**config.mk**
```make
export PLATFORM = sky130hd
export DESIGN_NAME = mus_top
export DESIGN_NICKNAME = d
export VERILOG_FILES = /design/src/rtl/mus_pkg.sv /design/src/rtl/mus_top.sv /design/src/rtl/mus_scale_pair.sv /design/src/rtl/mus_boot_timer.sv
export SDC_FILE = /design/constraint.sdc
export NUM_CORES = 2
export LEC_CHECK = 0
export BUFFER_PORTS_ARGS = -buffer_cell sky130_fd_sc_hd__buf_2
export CORE_MARGIN = 5
export CORE_UTILIZATION = 50
export DETAILED_ROUTE_END_ITERATION = 12
export PLACE_DENSITY = 0.68
export SYNTH_ARGS = -nofsm -noshare
export SYNTH_HDL_FRONTEND = slang
export SYNTH_SLANG_ARGS = --single-unit
```
**constraint.sdc**
```tcl
create_clock -name I_SYS_CLK -period 18.1 [get_ports I_SYS_CLK]
set_input_delay 5.43 -clock I_SYS_CLK [delete_from_list [all_inputs] [get_ports I_SYS_CLK]]
set_output_delay 5.43 -clock I_SYS_CLK [all_outputs]
set_load 0.02 [all_outputs]
```
**src/rtl/mus_pkg.sv**
```systemverilog
// Purpose: Shared constants of the motion unit scaling configuration bank
// Assumes: APB with 32-bit data, one register per aligned word
// Notes: Printed offsets are register indices; byte address is four times the index
package mus_pkg;
    localparam int unsigned ADDR_W = 16;

    // Register indices as printed
    localparam logic [15:0] IDX_PULSE_MODE = 16'h205b;
    localparam logic [15:0] IDX_POLE_COMP = 16'h2060;
    localparam logic [15:0] IDX_SPEED_NUM = 16'h2061;
    localparam logic [15:0] IDX_SPEED_DEN = 16'h2062;
    localparam logic [15:0] IDX_ACCEL_NUM = 16'h2063;
    localparam logic [15:0] IDX_ACCEL_DEN = 16'h2064;
    localparam logic [15:0] IDX_JERK_NUM = 16'h2065;
    localparam logic [15:0] IDX_JERK_DEN = 16'h2066;
    localparam logic [15:0] IDX_BOOT_DELAY = 16'h2084;
    localparam logic [15:0] IDX_AVAIL_MAP = 16'h2101;
    localparam logic [15:0] IDX_FBUS_CTRL = 16'h2102;

    // Byte addresses
    localparam logic [15:0] ADDR_PULSE_MODE = 16'(IDX_PULSE_MODE * 4);
    localparam logic [15:0] ADDR_POLE_COMP = 16'(IDX_POLE_COMP * 4);
    localparam logic [15:0] ADDR_SPEED_NUM = 16'(IDX_SPEED_NUM * 4);
    localparam logic [15:0] ADDR_SPEED_DEN = 16'(IDX_SPEED_DEN * 4);
    localparam logic [15:0] ADDR_ACCEL_NUM = 16'(IDX_ACCEL_NUM * 4);
    localparam logic [15:0] ADDR_ACCEL_DEN = 16'(IDX_ACCEL_DEN * 4);
    localparam logic [15:0] ADDR_JERK_NUM = 16'(IDX_JERK_NUM * 4);
    localparam logic [15:0] ADDR_JERK_DEN = 16'(IDX_JERK_DEN * 4);
    localparam logic [15:0] ADDR_BOOT_DELAY = 16'(IDX_BOOT_DELAY * 4);
    localparam logic [15:0] ADDR_AVAIL_MAP = 16'(IDX_AVAIL_MAP * 4);
    localparam logic [15:0] ADDR_FBUS_CTRL = 16'(IDX_FBUS_CTRL * 4);

    // Reset values
    localparam logic [31:0] RST_PULSE_MODE = 32'h0000_0000;
    localparam logic [31:0] RST_POLE_COMP = 32'h0000_0001;
    localparam logic [31:0] RST_SCALE_NUM = 32'h0000_0001;
    localparam logic [31:0] RST_SCALE_DEN = 32'h0000_003c;
    localparam logic [31:0] RST_BOOT_DELAY = 32'h0000_0000;
    localparam logic [31:0] RST_AVAIL_MAP = 32'h0019_0001;
    localparam logic [31:0] RST_FBUS_CTRL = 32'h0008_0001;

    // Field values and positions
    localparam logic [31:0] MODE_STEP_DIR = 32'h0000_0000;
    localparam logic [31:0] MODE_CW_CCW = 32'h0000_0001;
    localparam logic [31:0] COMP_ON = 32'h0000_0001;
    localparam int unsigned AVAIL_IF_LSB = 0;
    localparam int unsigned AVAIL_PROTO_LSB = 16;

    // Timing
    localparam int unsigned CLK_PERIOD_NS = 20;
    localparam int unsigned BOOT_UNIT_NS = 1000000;
    localparam int unsigned CYCLES_PER_MS = BOOT_UNIT_NS / CLK_PERIOD_NS;
endpackage : mus_pkg

```
**src/rtl/mus_top.sv**
```systemverilog
// Purpose: Motion unit scaling configuration bank behind an APB slave
// Assumes: APB3 master, zero-wait access, 32-bit words at index*4
// Notes: Unmapped access and writes to the availability map give pslverr
`timescale 1ns/1ps
module mus_top #(
    parameter int unsigned CYCLES_PER_MS = mus_pkg::CYCLES_PER_MS
) (
    // Clock and reset
    input wire logic I_SYS_CLK,
    input wire logic I_RST_N,
    // APB slave
    input wire logic I_PSEL,
    input wire logic I_PENABLE,
    input wire logic I_PWRITE,
    input wire logic [15:0] I_PADDR,
    input wire logic [31:0] I_PWDATA,
    output logic O_PREADY,
    output logic O_PSLVERR,
    output logic [31:0] O_PRDATA,
    // Motor data
    input wire logic [7:0] I_POLE_PAIRS,
    // Configuration outputs
    output logic O_PULSE_CW_CCW,
    output logic O_POLE_COMP_EN,
    output logic [31:0] O_SPEED_NUM,
    output logic [31:0] O_SPEED_DEN,
    output logic [31:0] O_ACCEL_NUM,
    output logic [31:0] O_ACCEL_DEN,
    output logic [31:0] O_JERK_NUM,
    output logic [31:0] O_JERK_DEN,
    output logic [2:0] O_SCALE_DEN_BAD,
    output logic [31:0] O_FBUS_ENABLE,
    output logic O_READY
);
    logic [31:0] mode_ff, nxt_mode;
    logic [31:0] comp_ff, nxt_comp;
    logic [31:0] snum_ff, nxt_snum;
    logic [31:0] sden_ff, nxt_sden;
    logic [31:0] anum_ff, nxt_anum;
    logic [31:0] aden_ff, nxt_aden;
    logic [31:0] jnum_ff, nxt_jnum;
    logic [31:0] jden_ff, nxt_jden;
    logic [31:0] boot_ff, nxt_boot;
    logic [31:0] fbc_ff, nxt_fbc;
    logic [31:0] rdata_ff, nxt_rdata;
    logic err_ff, nxt_err;
    logic setup;
    logic access;
    logic bad_req;
    logic wr_en;
    logic comp_en;

    function automatic logic is_mapped(input logic [15:0] addr);
        is_mapped = (addr == mus_pkg::ADDR_PULSE_MODE) || (addr == mus_pkg::ADDR_POLE_COMP)
            || (addr == mus_pkg::ADDR_SPEED_NUM) || (addr == mus_pkg::ADDR_SPEED_DEN)
            || (addr == mus_pkg::ADDR_ACCEL_NUM) || (addr == mus_pkg::ADDR_ACCEL_DEN)
            || (addr == mus_pkg::ADDR_JERK_NUM) || (addr == mus_pkg::ADDR_JERK_DEN)
            || (addr == mus_pkg::ADDR_BOOT_DELAY) || (addr == mus_pkg::ADDR_AVAIL_MAP)
            || (addr == mus_pkg::ADDR_FBUS_CTRL);
    endfunction : is_mapped

    // Zero-wait slave: read data is caught at setup so it leaves a flip-flop
    assign setup = I_PSEL && !I_PENABLE;
    assign access = I_PSEL && I_PENABLE;
    assign bad_req = !is_mapped(I_PADDR)
        || (I_PWRITE && I_PADDR == mus_pkg::ADDR_AVAIL_MAP);
    assign wr_en = access && I_PWRITE && !bad_req;

    // Register writes
    always_comb begin
        nxt_mode = mode_ff;
        nxt_comp = comp_ff;
        nxt_snum = snum_ff;
        nxt_sden = sden_ff;
        nxt_anum = anum_ff;
        nxt_aden = aden_ff;
        nxt_jnum = jnum_ff;
        nxt_jden = jden_ff;
        nxt_boot = boot_ff;
        nxt_fbc = fbc_ff;
        if (wr_en) begin
            unique case (I_PADDR)
                mus_pkg::ADDR_PULSE_MODE: nxt_mode = I_PWDATA;
                mus_pkg::ADDR_POLE_COMP: nxt_comp = I_PWDATA;
                mus_pkg::ADDR_SPEED_NUM: nxt_snum = I_PWDATA;
                mus_pkg::ADDR_SPEED_DEN: nxt_sden = I_PWDATA;
                mus_pkg::ADDR_ACCEL_NUM: nxt_anum = I_PWDATA;
                mus_pkg::ADDR_ACCEL_DEN: nxt_aden = I_PWDATA;
                mus_pkg::ADDR_JERK_NUM: nxt_jnum = I_PWDATA;
                mus_pkg::ADDR_JERK_DEN: nxt_jden = I_PWDATA;
                mus_pkg::ADDR_BOOT_DELAY: nxt_boot = I_PWDATA;
                mus_pkg::ADDR_FBUS_CTRL: nxt_fbc = I_PWDATA;
                default: nxt_mode = mode_ff;
            endcase
        end
    end

    always_ff @(posedge I_SYS_CLK) begin
        if (!I_RST_N) begin
            mode_ff <= mus_pkg::RST_PULSE_MODE;
            comp_ff <= mus_pkg::RST_POLE_COMP;
            snum_ff <= mus_pkg::RST_SCALE_NUM;
            sden_ff <= mus_pkg::RST_SCALE_DEN;
            anum_ff <= mus_pkg::RST_SCALE_NUM;
            aden_ff <= mus_pkg::RST_SCALE_DEN;
            jnum_ff <= mus_pkg::RST_SCALE_NUM;
            jden_ff <= mus_pkg::RST_SCALE_DEN;
            boot_ff <= mus_pkg::RST_BOOT_DELAY;
            fbc_ff <= mus_pkg::RST_FBUS_CTRL;
        end else begin
            mode_ff <= nxt_mode;
            comp_ff <= nxt_comp;
            snum_ff <= nxt_snum;
            sden_ff <= nxt_sden;
            anum_ff <= nxt_anum;
            aden_ff <= nxt_aden;
            jnum_ff <= nxt_jnum;
            jden_ff <= nxt_jden;
            boot_ff <= nxt_boot;
            fbc_ff <= nxt_fbc;
        end
    end

    // Read path and error answer
    always_comb begin
        nxt_rdata = rdata_ff;
        nxt_err = err_ff;
        if (setup) begin
            nxt_err = bad_req;
            unique case (I_PADDR)
                mus_pkg::ADDR_PULSE_MODE: nxt_rdata = mode_ff;
                mus_pkg::ADDR_POLE_COMP: nxt_rdata = comp_ff;
                mus_pkg::ADDR_SPEED_NUM: nxt_rdata = snum_ff;
                mus_pkg::ADDR_SPEED_DEN: nxt_rdata = sden_ff;
                mus_pkg::ADDR_ACCEL_NUM: nxt_rdata = anum_ff;
                mus_pkg::ADDR_ACCEL_DEN: nxt_rdata = aden_ff;
                mus_pkg::ADDR_JERK_NUM: nxt_rdata = jnum_ff;
                mus_pkg::ADDR_JERK_DEN: nxt_rdata = jden_ff;
                mus_pkg::ADDR_BOOT_DELAY: nxt_rdata = boot_ff;
                mus_pkg::ADDR_AVAIL_MAP: nxt_rdata = mus_pkg::RST_AVAIL_MAP;
                mus_pkg::ADDR_FBUS_CTRL: nxt_rdata = fbc_ff;
                default: nxt_rdata = 32'h0000_0000;
            endcase
        end
    end

    always_ff @(posedge I_SYS_CLK) begin
        if (!I_RST_N) begin
            rdata_ff <= 32'h0000_0000;
            err_ff <= 1'b0;
        end else begin
            rdata_ff <= nxt_rdata;
            err_ff <= nxt_err;
        end
    end

    assign O_PREADY = access;
    assign O_PSLVERR = err_ff && access;
    assign O_PRDATA = rdata_ff;

    // Mode decode; undefined codes fall back to step/direction
    assign O_PULSE_CW_CCW = (mode_ff == mus_pkg::MODE_CW_CCW);
    assign comp_en = (comp_ff == mus_pkg::COMP_ON);
    assign O_POLE_COMP_EN = comp_en;
    assign O_FBUS_ENABLE = fbc_ff;

    mus_scale_pair u_speed (
        .i_clk(I_SYS_CLK),
        .i_rst_n(I_RST_N),
        .i_num(snum_ff),
        .i_den(sden_ff),
        .i_comp_en(comp_en),
        .i_pole_pairs(I_POLE_PAIRS),
        .o_eff_num(O_SPEED_NUM),
        .o_den(O_SPEED_DEN),
        .o_den_bad(O_SCALE_DEN_BAD[0])
    );

    mus_scale_pair u_accel (
        .i_clk(I_SYS_CLK),
        .i_rst_n(I_RST_N),
        .i_num(anum_ff),
        .i_den(aden_ff),
        .i_comp_en(comp_en),
        .i_pole_pairs(I_POLE_PAIRS),
        .o_eff_num(O_ACCEL_NUM),
        .o_den(O_ACCEL_DEN),
        .o_den_bad(O_SCALE_DEN_BAD[1])
    );

    mus_scale_pair u_jerk (
        .i_clk(I_SYS_CLK),
        .i_rst_n(I_RST_N),
        .i_num(jnum_ff),
        .i_den(jden_ff),
        .i_comp_en(comp_en),
        .i_pole_pairs(I_POLE_PAIRS),
        .o_eff_num(O_JERK_NUM),
        .o_den(O_JERK_DEN),
        .o_den_bad(O_SCALE_DEN_BAD[2])
    );

    mus_boot_timer #(
        .CYCLES_PER_MS(CYCLES_PER_MS)
    ) u_boot (
        .i_clk(I_SYS_CLK),
        .i_rst_n(I_RST_N),
        .i_delay_ms(boot_ff),
        .o_ready(O_READY)
    );
endmodule : mus_top

```
**src/rtl/mus_scale_pair.sv**
```systemverilog
// Purpose: Applied numerator/denominator pair with pole-pair factoring
// Assumes: Denominator zero is never applied
// Notes: Outputs lag the register bank by one cycle
`timescale 1ns/1ps
module mus_scale_pair (
    // Clock and reset
    input wire logic i_clk,
    input wire logic i_rst_n,
    // Programmed values
    input wire logic [31:0] i_num,
    input wire logic [31:0] i_den,
    input wire logic i_comp_en,
    input wire logic [7:0] i_pole_pairs,
    // Applied values
    output logic [31:0] o_eff_num,
    output logic [31:0] o_den,
    output logic o_den_bad
);
    logic [31:0] num_ff, nxt_num;
    logic [31:0] den_ff, nxt_den;
    logic bad_ff, nxt_bad;
    logic [39:0] prod;

    always_comb begin
        prod = i_num * {32'h0000_0000, i_pole_pairs};
        nxt_bad = (i_den == 32'h0000_0000);
        nxt_num = num_ff;
        nxt_den = den_ff;
        // A zero divisor keeps the last good factor
        if (!nxt_bad) begin
            nxt_den = i_den;
            nxt_num = i_comp_en ? prod[31:0] : i_num;
        end
    end

    always_ff @(posedge i_clk) begin
        if (!i_rst_n) begin
            num_ff <= mus_pkg::RST_SCALE_NUM;
            den_ff <= mus_pkg::RST_SCALE_DEN;
            bad_ff <= 1'b0;
        end else begin
            num_ff <= nxt_num;
            den_ff <= nxt_den;
            bad_ff <= nxt_bad;
        end
    end

    assign o_eff_num = num_ff;
    assign o_den = den_ff;
    assign o_den_bad = bad_ff;
endmodule : mus_scale_pair

```
**src/rtl/mus_boot_timer.sv**
```systemverilog
// Purpose: Holds readiness off for the programmed number of milliseconds
// Assumes: Counting starts at release of reset
// Notes: Ready latches; later delay writes do not withdraw it
`timescale 1ns/1ps
module mus_boot_timer #(
    parameter int unsigned CYCLES_PER_MS = mus_pkg::CYCLES_PER_MS
) (
    // Clock and reset
    input wire logic i_clk,
    input wire logic i_rst_n,
    // Delay and status
    input wire logic [31:0] i_delay_ms,
    output logic o_ready
);
    typedef enum logic {MUSB_WAIT = 1'b0, MUSB_READY = 1'b1} musb_state_t;
    musb_state_t state_ff, nxt_state;
    logic [31:0] tick_ff, nxt_tick;
    logic [31:0] ms_ff, nxt_ms;

    always_comb begin
        nxt_state = state_ff;
        nxt_tick = tick_ff;
        nxt_ms = ms_ff;
        unique case (state_ff)
            MUSB_WAIT: begin
                if (ms_ff >= i_delay_ms) begin
                    nxt_state = MUSB_READY;
                end else if (tick_ff == 32'(CYCLES_PER_MS - 1)) begin
                    nxt_tick = 32'h0000_0000;
                    nxt_ms = ms_ff + 32'h0000_0001;
                end else begin
                    nxt_tick = tick_ff + 32'h0000_0001;
                end
            end
            MUSB_READY: begin
                nxt_state = MUSB_READY;
            end
        endcase
    end

    always_ff @(posedge i_clk) begin
        if (!i_rst_n) begin
            state_ff <= MUSB_WAIT;
            tick_ff <= 32'h0000_0000;
            ms_ff <= 32'h0000_0000;
        end else begin
            state_ff <= nxt_state;
            tick_ff <= nxt_tick;
            ms_ff <= nxt_ms;
        end
    end

    assign o_ready = (state_ff == MUSB_READY);
endmodule : mus_boot_timer

```
# Yosys cells after proc, flatten, opt, wreduce, memory -nomap -nowiden
# Cells that the tools add are included.
dict set report op_classes {
  add_sub_neg 2
  mul 3
  magnitude_cmp 1
  n_eq_ne 14
  muxes 7
  bitwise_logic 2
  n_reduce_logical 35
}
# op count
set ops {}
lappend ops {{32-bit case mux with 11 select lines} 1}
lappend ops {{16-bit == test, second input constant} 11}
lappend ops {{32-bit two-way mux} 4}
lappend ops {{32-bit zero test} 3}
lappend ops {{32-bit by 8-bit multiplier with 32-bit output} 3}
lappend ops {{32-bit by 1-bit adder with 32-bit output, second input constant} 2}
lappend ops {{32-bit by 1-bit == test with 1-bit output, second input constant} 2}
lappend ops {{32-bit by 16-bit == test with 1-bit output, second input constant} 1}
lappend ops {{32-bit greater-or-equal comparator} 1}
lappend ops {{2-bit AND reduction} 11}
lappend ops {{1-bit logical OR} 11}
lappend ops {{1-bit logical AND} 6}
lappend ops {{1-bit zero test} 3}
lappend ops {{3-bit AND reduction} 1}
lappend ops {{1-bit NOT} 2}
lappend ops {{1-bit case mux with 2 select lines} 1}
lappend ops {{1-bit two-way mux} 1}
dict set report totals {
  reg_bits 613
  out_inout_bits 264
  elab_cells 88
}

# Longest topological paths before layout
dict set report logic_depth {
  depth_word 16
  depth_mapped 22
  mapped_depth_nobuf 19
}

# Hierarchy
# A second synthesis with hierarchy kept.
dict set report unflattened {
  hier_cells 5627
  area_unflattened_um2 47536.8
}
# mod instances cells_each area_each_um2
set modules_own_cells {}
lappend modules_own_cells {mus_top 1 1965 15776.4}
lappend modules_own_cells {{mus_scale_pair (u_accel)} 1 1075 9236.4}
lappend modules_own_cells {{mus_scale_pair (u_speed)} 1 1017 9147.5}
lappend modules_own_cells {{mus_scale_pair (u_jerk)} 1 1021 9032.4}
lappend modules_own_cells {mus_boot_timer 1 549 4344.2}

# Worst setup path before layout
# No wires, ideal clock.
dict set report synth_path {
  path_type {input to output}
  start {in I_PENABLE}
  end {out O_PSLVERR}
  arrival_ns 5.683
  setup_slack_ns 6.987
  stages 1
  n_path_buf 0
  path_cell_list {and3_1}
}
dict set report synth_between {
  elab_chain_cells 2
}
# item line
set synth_lines {}
lappend synth_lines {{start, declared} mus_top.sv:13} ;# input wire logic I_PENABLE,
lappend synth_lines {{1-bit logical AND} mus_top.sv:64} ;# assign access = I_PSEL && I_PENABLE;
lappend synth_lines {{1-bit logical AND} mus_top.sv:158} ;# assign O_PSLVERR = err_ff && access;
lappend synth_lines {{end, declared} mus_top.sv:18} ;# output logic O_PSLVERR,
# Every way passes these cells.

# Worst setup path in the final report
dict set report layout_path {
  start {in I_PENABLE}
  end {out O_PREADY}
}
dict set report layout_between {
  elab_chain_cells 1
}
# item line
set layout_lines {}
lappend layout_lines {{1-bit logical AND} mus_top.sv:64}
lappend layout_lines {{end, declared} mus_top.sv:17} ;# output logic O_PREADY,
# Every way passes these cells.

==> summary.txt <==
Final layout
  • Filler cell count: 8424
  • Final antenna diode count: 0
  • Final #Nets: 6185
  • Most common cell after layout, fill and taps aside: nand2_1
  • Layout cells sized above 1: 13.3%
  • Most frequent cells in the layout: nand2_1, dfxtp_1, and2_1
  • Area delta synth->final: 8.64%

Place
  • Gpl congestion: 0.962
  • Post-detail-place hpwl: 113000 um
  • Port bufs: 324

Synthesis
  • Avg Cell Area, Syn: 8.43 um2
  • Mapped Cells: approximately 5500
  • Netlist Area Pre-Place: 46400 um2
  • EDFF count, synth: 0
  • Top_reg_cell synth: dfxtp_1
  • #FFs+latches synth: 613
  • Sequential share of the synthesized area: about a quarter
  • Synth warnings: 0
  • Post-synth ARST share: 0%
  • Syn_nets: 6186
  • Synth cell types: 83

Floorplan
  • Boundary Pins: 325
  • Row cnt: 111
  • Initial Util: 50.5%
  • Die Area: 98900 um2
  • Die X: about 310 um
  • Die Y: between 300 and 400 um
  • Core Region: 91800 um2

STA
  • Slew @ Worst Pin: 1.33 ns
  • Rel. slew slack: 11.4%
  • Fin crit share: a little over three fifths
  • Fmax: 0.0885 GHz
  • TNS Setup: 0 ns
  • RSZ-0062 raised after global routing: false
  • Setup violators final: 0
  • Post-Route Skew: 0.0385 ns
  • Slew Limit Fails: 0
  • Hold Vio Cnt, Final: 0
  • Minimum clock period: roughly 11 ns
  • WHS: 0.453 ns

Job
  • Max_cap viols: 0

CTS
  • CTS sink cnt: 613
  • Max clock buf depth: 3
  • CTS-repair resized insts: 0
  • Clock tree root buffer cell: clkbuf_16
  • TritonCTS clock tree: built
  • CTS buffer count: 70
  • Clk_lat worst skew: about 0.66 ns
  • Hold buffer count at cts: 0
  • Post-CTS Setup Inserts: 0
  • Clock transition at the registers of the reported paths: 0.05 ns
  • H-Tree Depth: 3

Critical path
  • Reg-to-Reg End: u_jerk.o_eff_num[30]$_SDFFE_PN0N_
  • WS Path Type: primary input to output pin
  • R2R Path Start: jnum_ff[5]$_SDFFE_PN0P_
  • CP max FO: 4
  • Delay-heaviest family, CP: buffers and inverters
  • CP arrival: 5.87 ns
  • R2R cell count: 18
  • CP endpoint kind: output pin
  • Cell Chain, Critical Path: buf_2, and2_1, buf_2
  • Most frequent CP cell: buf_2
  • CP peak stage delay: 0.17 ns
  • Slowest cell on crit path: and2_1
  • Crit path buf inv count: 2
  • Reg2reg setup slack: 12.08 ns
  • Worst EP required: 12.67 ns
  • Startpoint class of the critical path: primary input

Outcome
  • Status: completed

Drt
  • DRC: 0
  • Vias: between 40000 and 50000
  • Routed WL: 158000 um
  • Antenna violation net count after detailed routing: 0
  • Vias per cell: 5.91
  • DR WL/cell: about 23 um
  • Pre-antenna DRT Iters: 9
  • Iteration-0 DRC Markers: 4864

Hold path
  • Min-Delay Endpoint: u_speed.o_eff_num[4]$_SDFFE_PN0N_
  • Hold_sp: u_speed.o_eff_num[4]$_SDFFE_PN0N_
  • Hold crit path type: register to register
  • Worst Hold Path Cells: 2

Power
  • P per Cell Area: 59.8 nW/um2
  • VDD IR max: 0.0000617 V
  • Pleak: ~0.022 uW

Global route
  • Overall Global Routing Usage: 31.0%
  • Grt ovf: 0
  • Largest net degree at the start of global routing: 170
  • First-pass GRT wire length: 239000 um
  • Initial antenna violation count: 6
  • Vias in the first global route: 38900
[worst max-delay path by stage]
stage                                        endpoint  cells past startpoint            start  slack [ns]
floorplan                                   O_PSLVERR                      1        I_PENABLE        6.99
global placement    u_jerk.o_eff_num[30]$_SDFFE_PN0N_                     20  I_POLE_PAIRS[2]        6.51
detailed placement  u_jerk.o_eff_num[30]$_SDFFE_PN0N_                     20  I_POLE_PAIRS[2]        6.38
CTS                                          O_PREADY                      3        I_PENABLE        6.80
global route        u_jerk.o_eff_num[30]$_SDFFE_PN0N_                     20  I_POLE_PAIRS[2]        6.70
finish                                       O_PREADY                      3        I_PENABLE        6.80
[worst register-to-register path: stages, from the launching register on]
cell and delay [ns]:
dfxtp_1 0.72, nand2_1 0.17, fa_1 0.54, fa_1 0.55, inv_1 0.05, fa_1 0.48, inv_1 0.05, fa_1 0.48
inv_1 0.04, ha_1 0.34, o211ai_1 0.15, o211a_1 0.27, o31ai_1 0.69, nand3_1 0.16, a21oi_1 0.33, nor3_1 0.11
o311ai_0 0.46, o2111ai_1 0.16, o211a_1 0.17
[final cells by class]
type | instances | area, um2 | share of cell area [%]
Sequential cell | 613 | 12300 | 24.4
Inverter | 445 | 1680 | 3.33
Multi-Input combinational cell | 4002 | 30400 | 60.4
Tap cell | 1243 | 1560 | 3.09
Clock inverter | 27 | 397 | 0.787
Timing Repair Buffer | 370 | 1990 | 3.95
Clock buffer | 97 | 2040 | 4.06
[per-layer routing]
layer	global-route usage [%]	up-vias	routed length, um	share of wire [%]
met3	6.91	375	15900	10
met5	0	-	143	0.090
met2	49.6	2043	72100	46
met4	12.9	4	7800	4.9
li1	-	18100	-	-
met1	40.9	19700	62200	39
[cell usage after synthesis, types with 21 or more instances]
library cell / n / share of area (%)
ha_1: 154 / 4.2
clkbuf_1: 346 / 2.8
buf_1: 25 / 0.20
and3_1: 22 / 0.30
a221oi_1: 63 / 1.2
nand2_2: 108 / 1.5
nor2_1: 234 / 1.9
o21a_1: 22 / 0.36
nand3_1: 100 / 1.1
nor3_1: 29 / 0.31
buf_4: 34 / 0.55
nor4_1: 63 / 0.85
nand2b_1: 22 / 0.30
xnor2_1: 95 / 1.8
nand2_1: 868 / 7.0
a21o_1: 37 / 0.60
xor2_1: 32 / 0.60
a211oi_1: 26 / 0.42
and2_1: 536 / 7.2
inv_1: 444 / 3.6
fa_1: 468 / 20
a311oi_1: 27 / 0.51
a22o_1: 48 / 0.91
a222oi_1: 21 / 0.45
nand4_1: 38 / 0.51
a21oi_2: 113 / 2.1
a31oi_1: 38 / 0.51
or3_1: 22 / 0.30
o21ai_0: 133 / 1.4
a21oi_1: 461 / 5.0
dfxtp_1: 613 / 26
[stage by stage]
| stage | cell area [um2] | std cells | setup slack, ns | util [%] | power, uW |
|---|---|---|---|---|---|
| global route | 50400 | 6797 | 6.70 | 54.9 | 3080 |
| global placement | 47900 | 6673 | 6.51 | 52.2 | 1530 |
| floorplan | 46400 | 5503 | 6.99 | - | 1470 |
| CTS | 50400 | 6797 | 6.80 | 54.9 | 3020 |
| detailed placement | 47900 | 6673 | 6.38 | 52.2 | 1530 |
| finish | 50400 | 6797 | 6.80 | 54.9 | 3010 |
[report_power, final]
group / leakage, uW / total, uW / switching [uW] / internal, uW
sequential: 0.00495 / 1360 / 4.77 / 1360
clock: 0.00118 / 1510 / 640 / 873
combinational: 0.0154 / 141 / 115 / 25.9
total: 0.0215 / 3010 / 759 / 2250
[logic make-up after synthesis]
group,after synthesis,synth area share (%)
and+or+nand+nor,2130,22.8
AOI/OAI and AO/OA,1112,15.7
buffers and inverters,888,8.06
adders and majority gates,622,24.4
DFF,613,26.5
xor gates and xnor gates,127,2.40
muxes,11,0.240
Note: power is estimated with default switching activity, not from simulation.
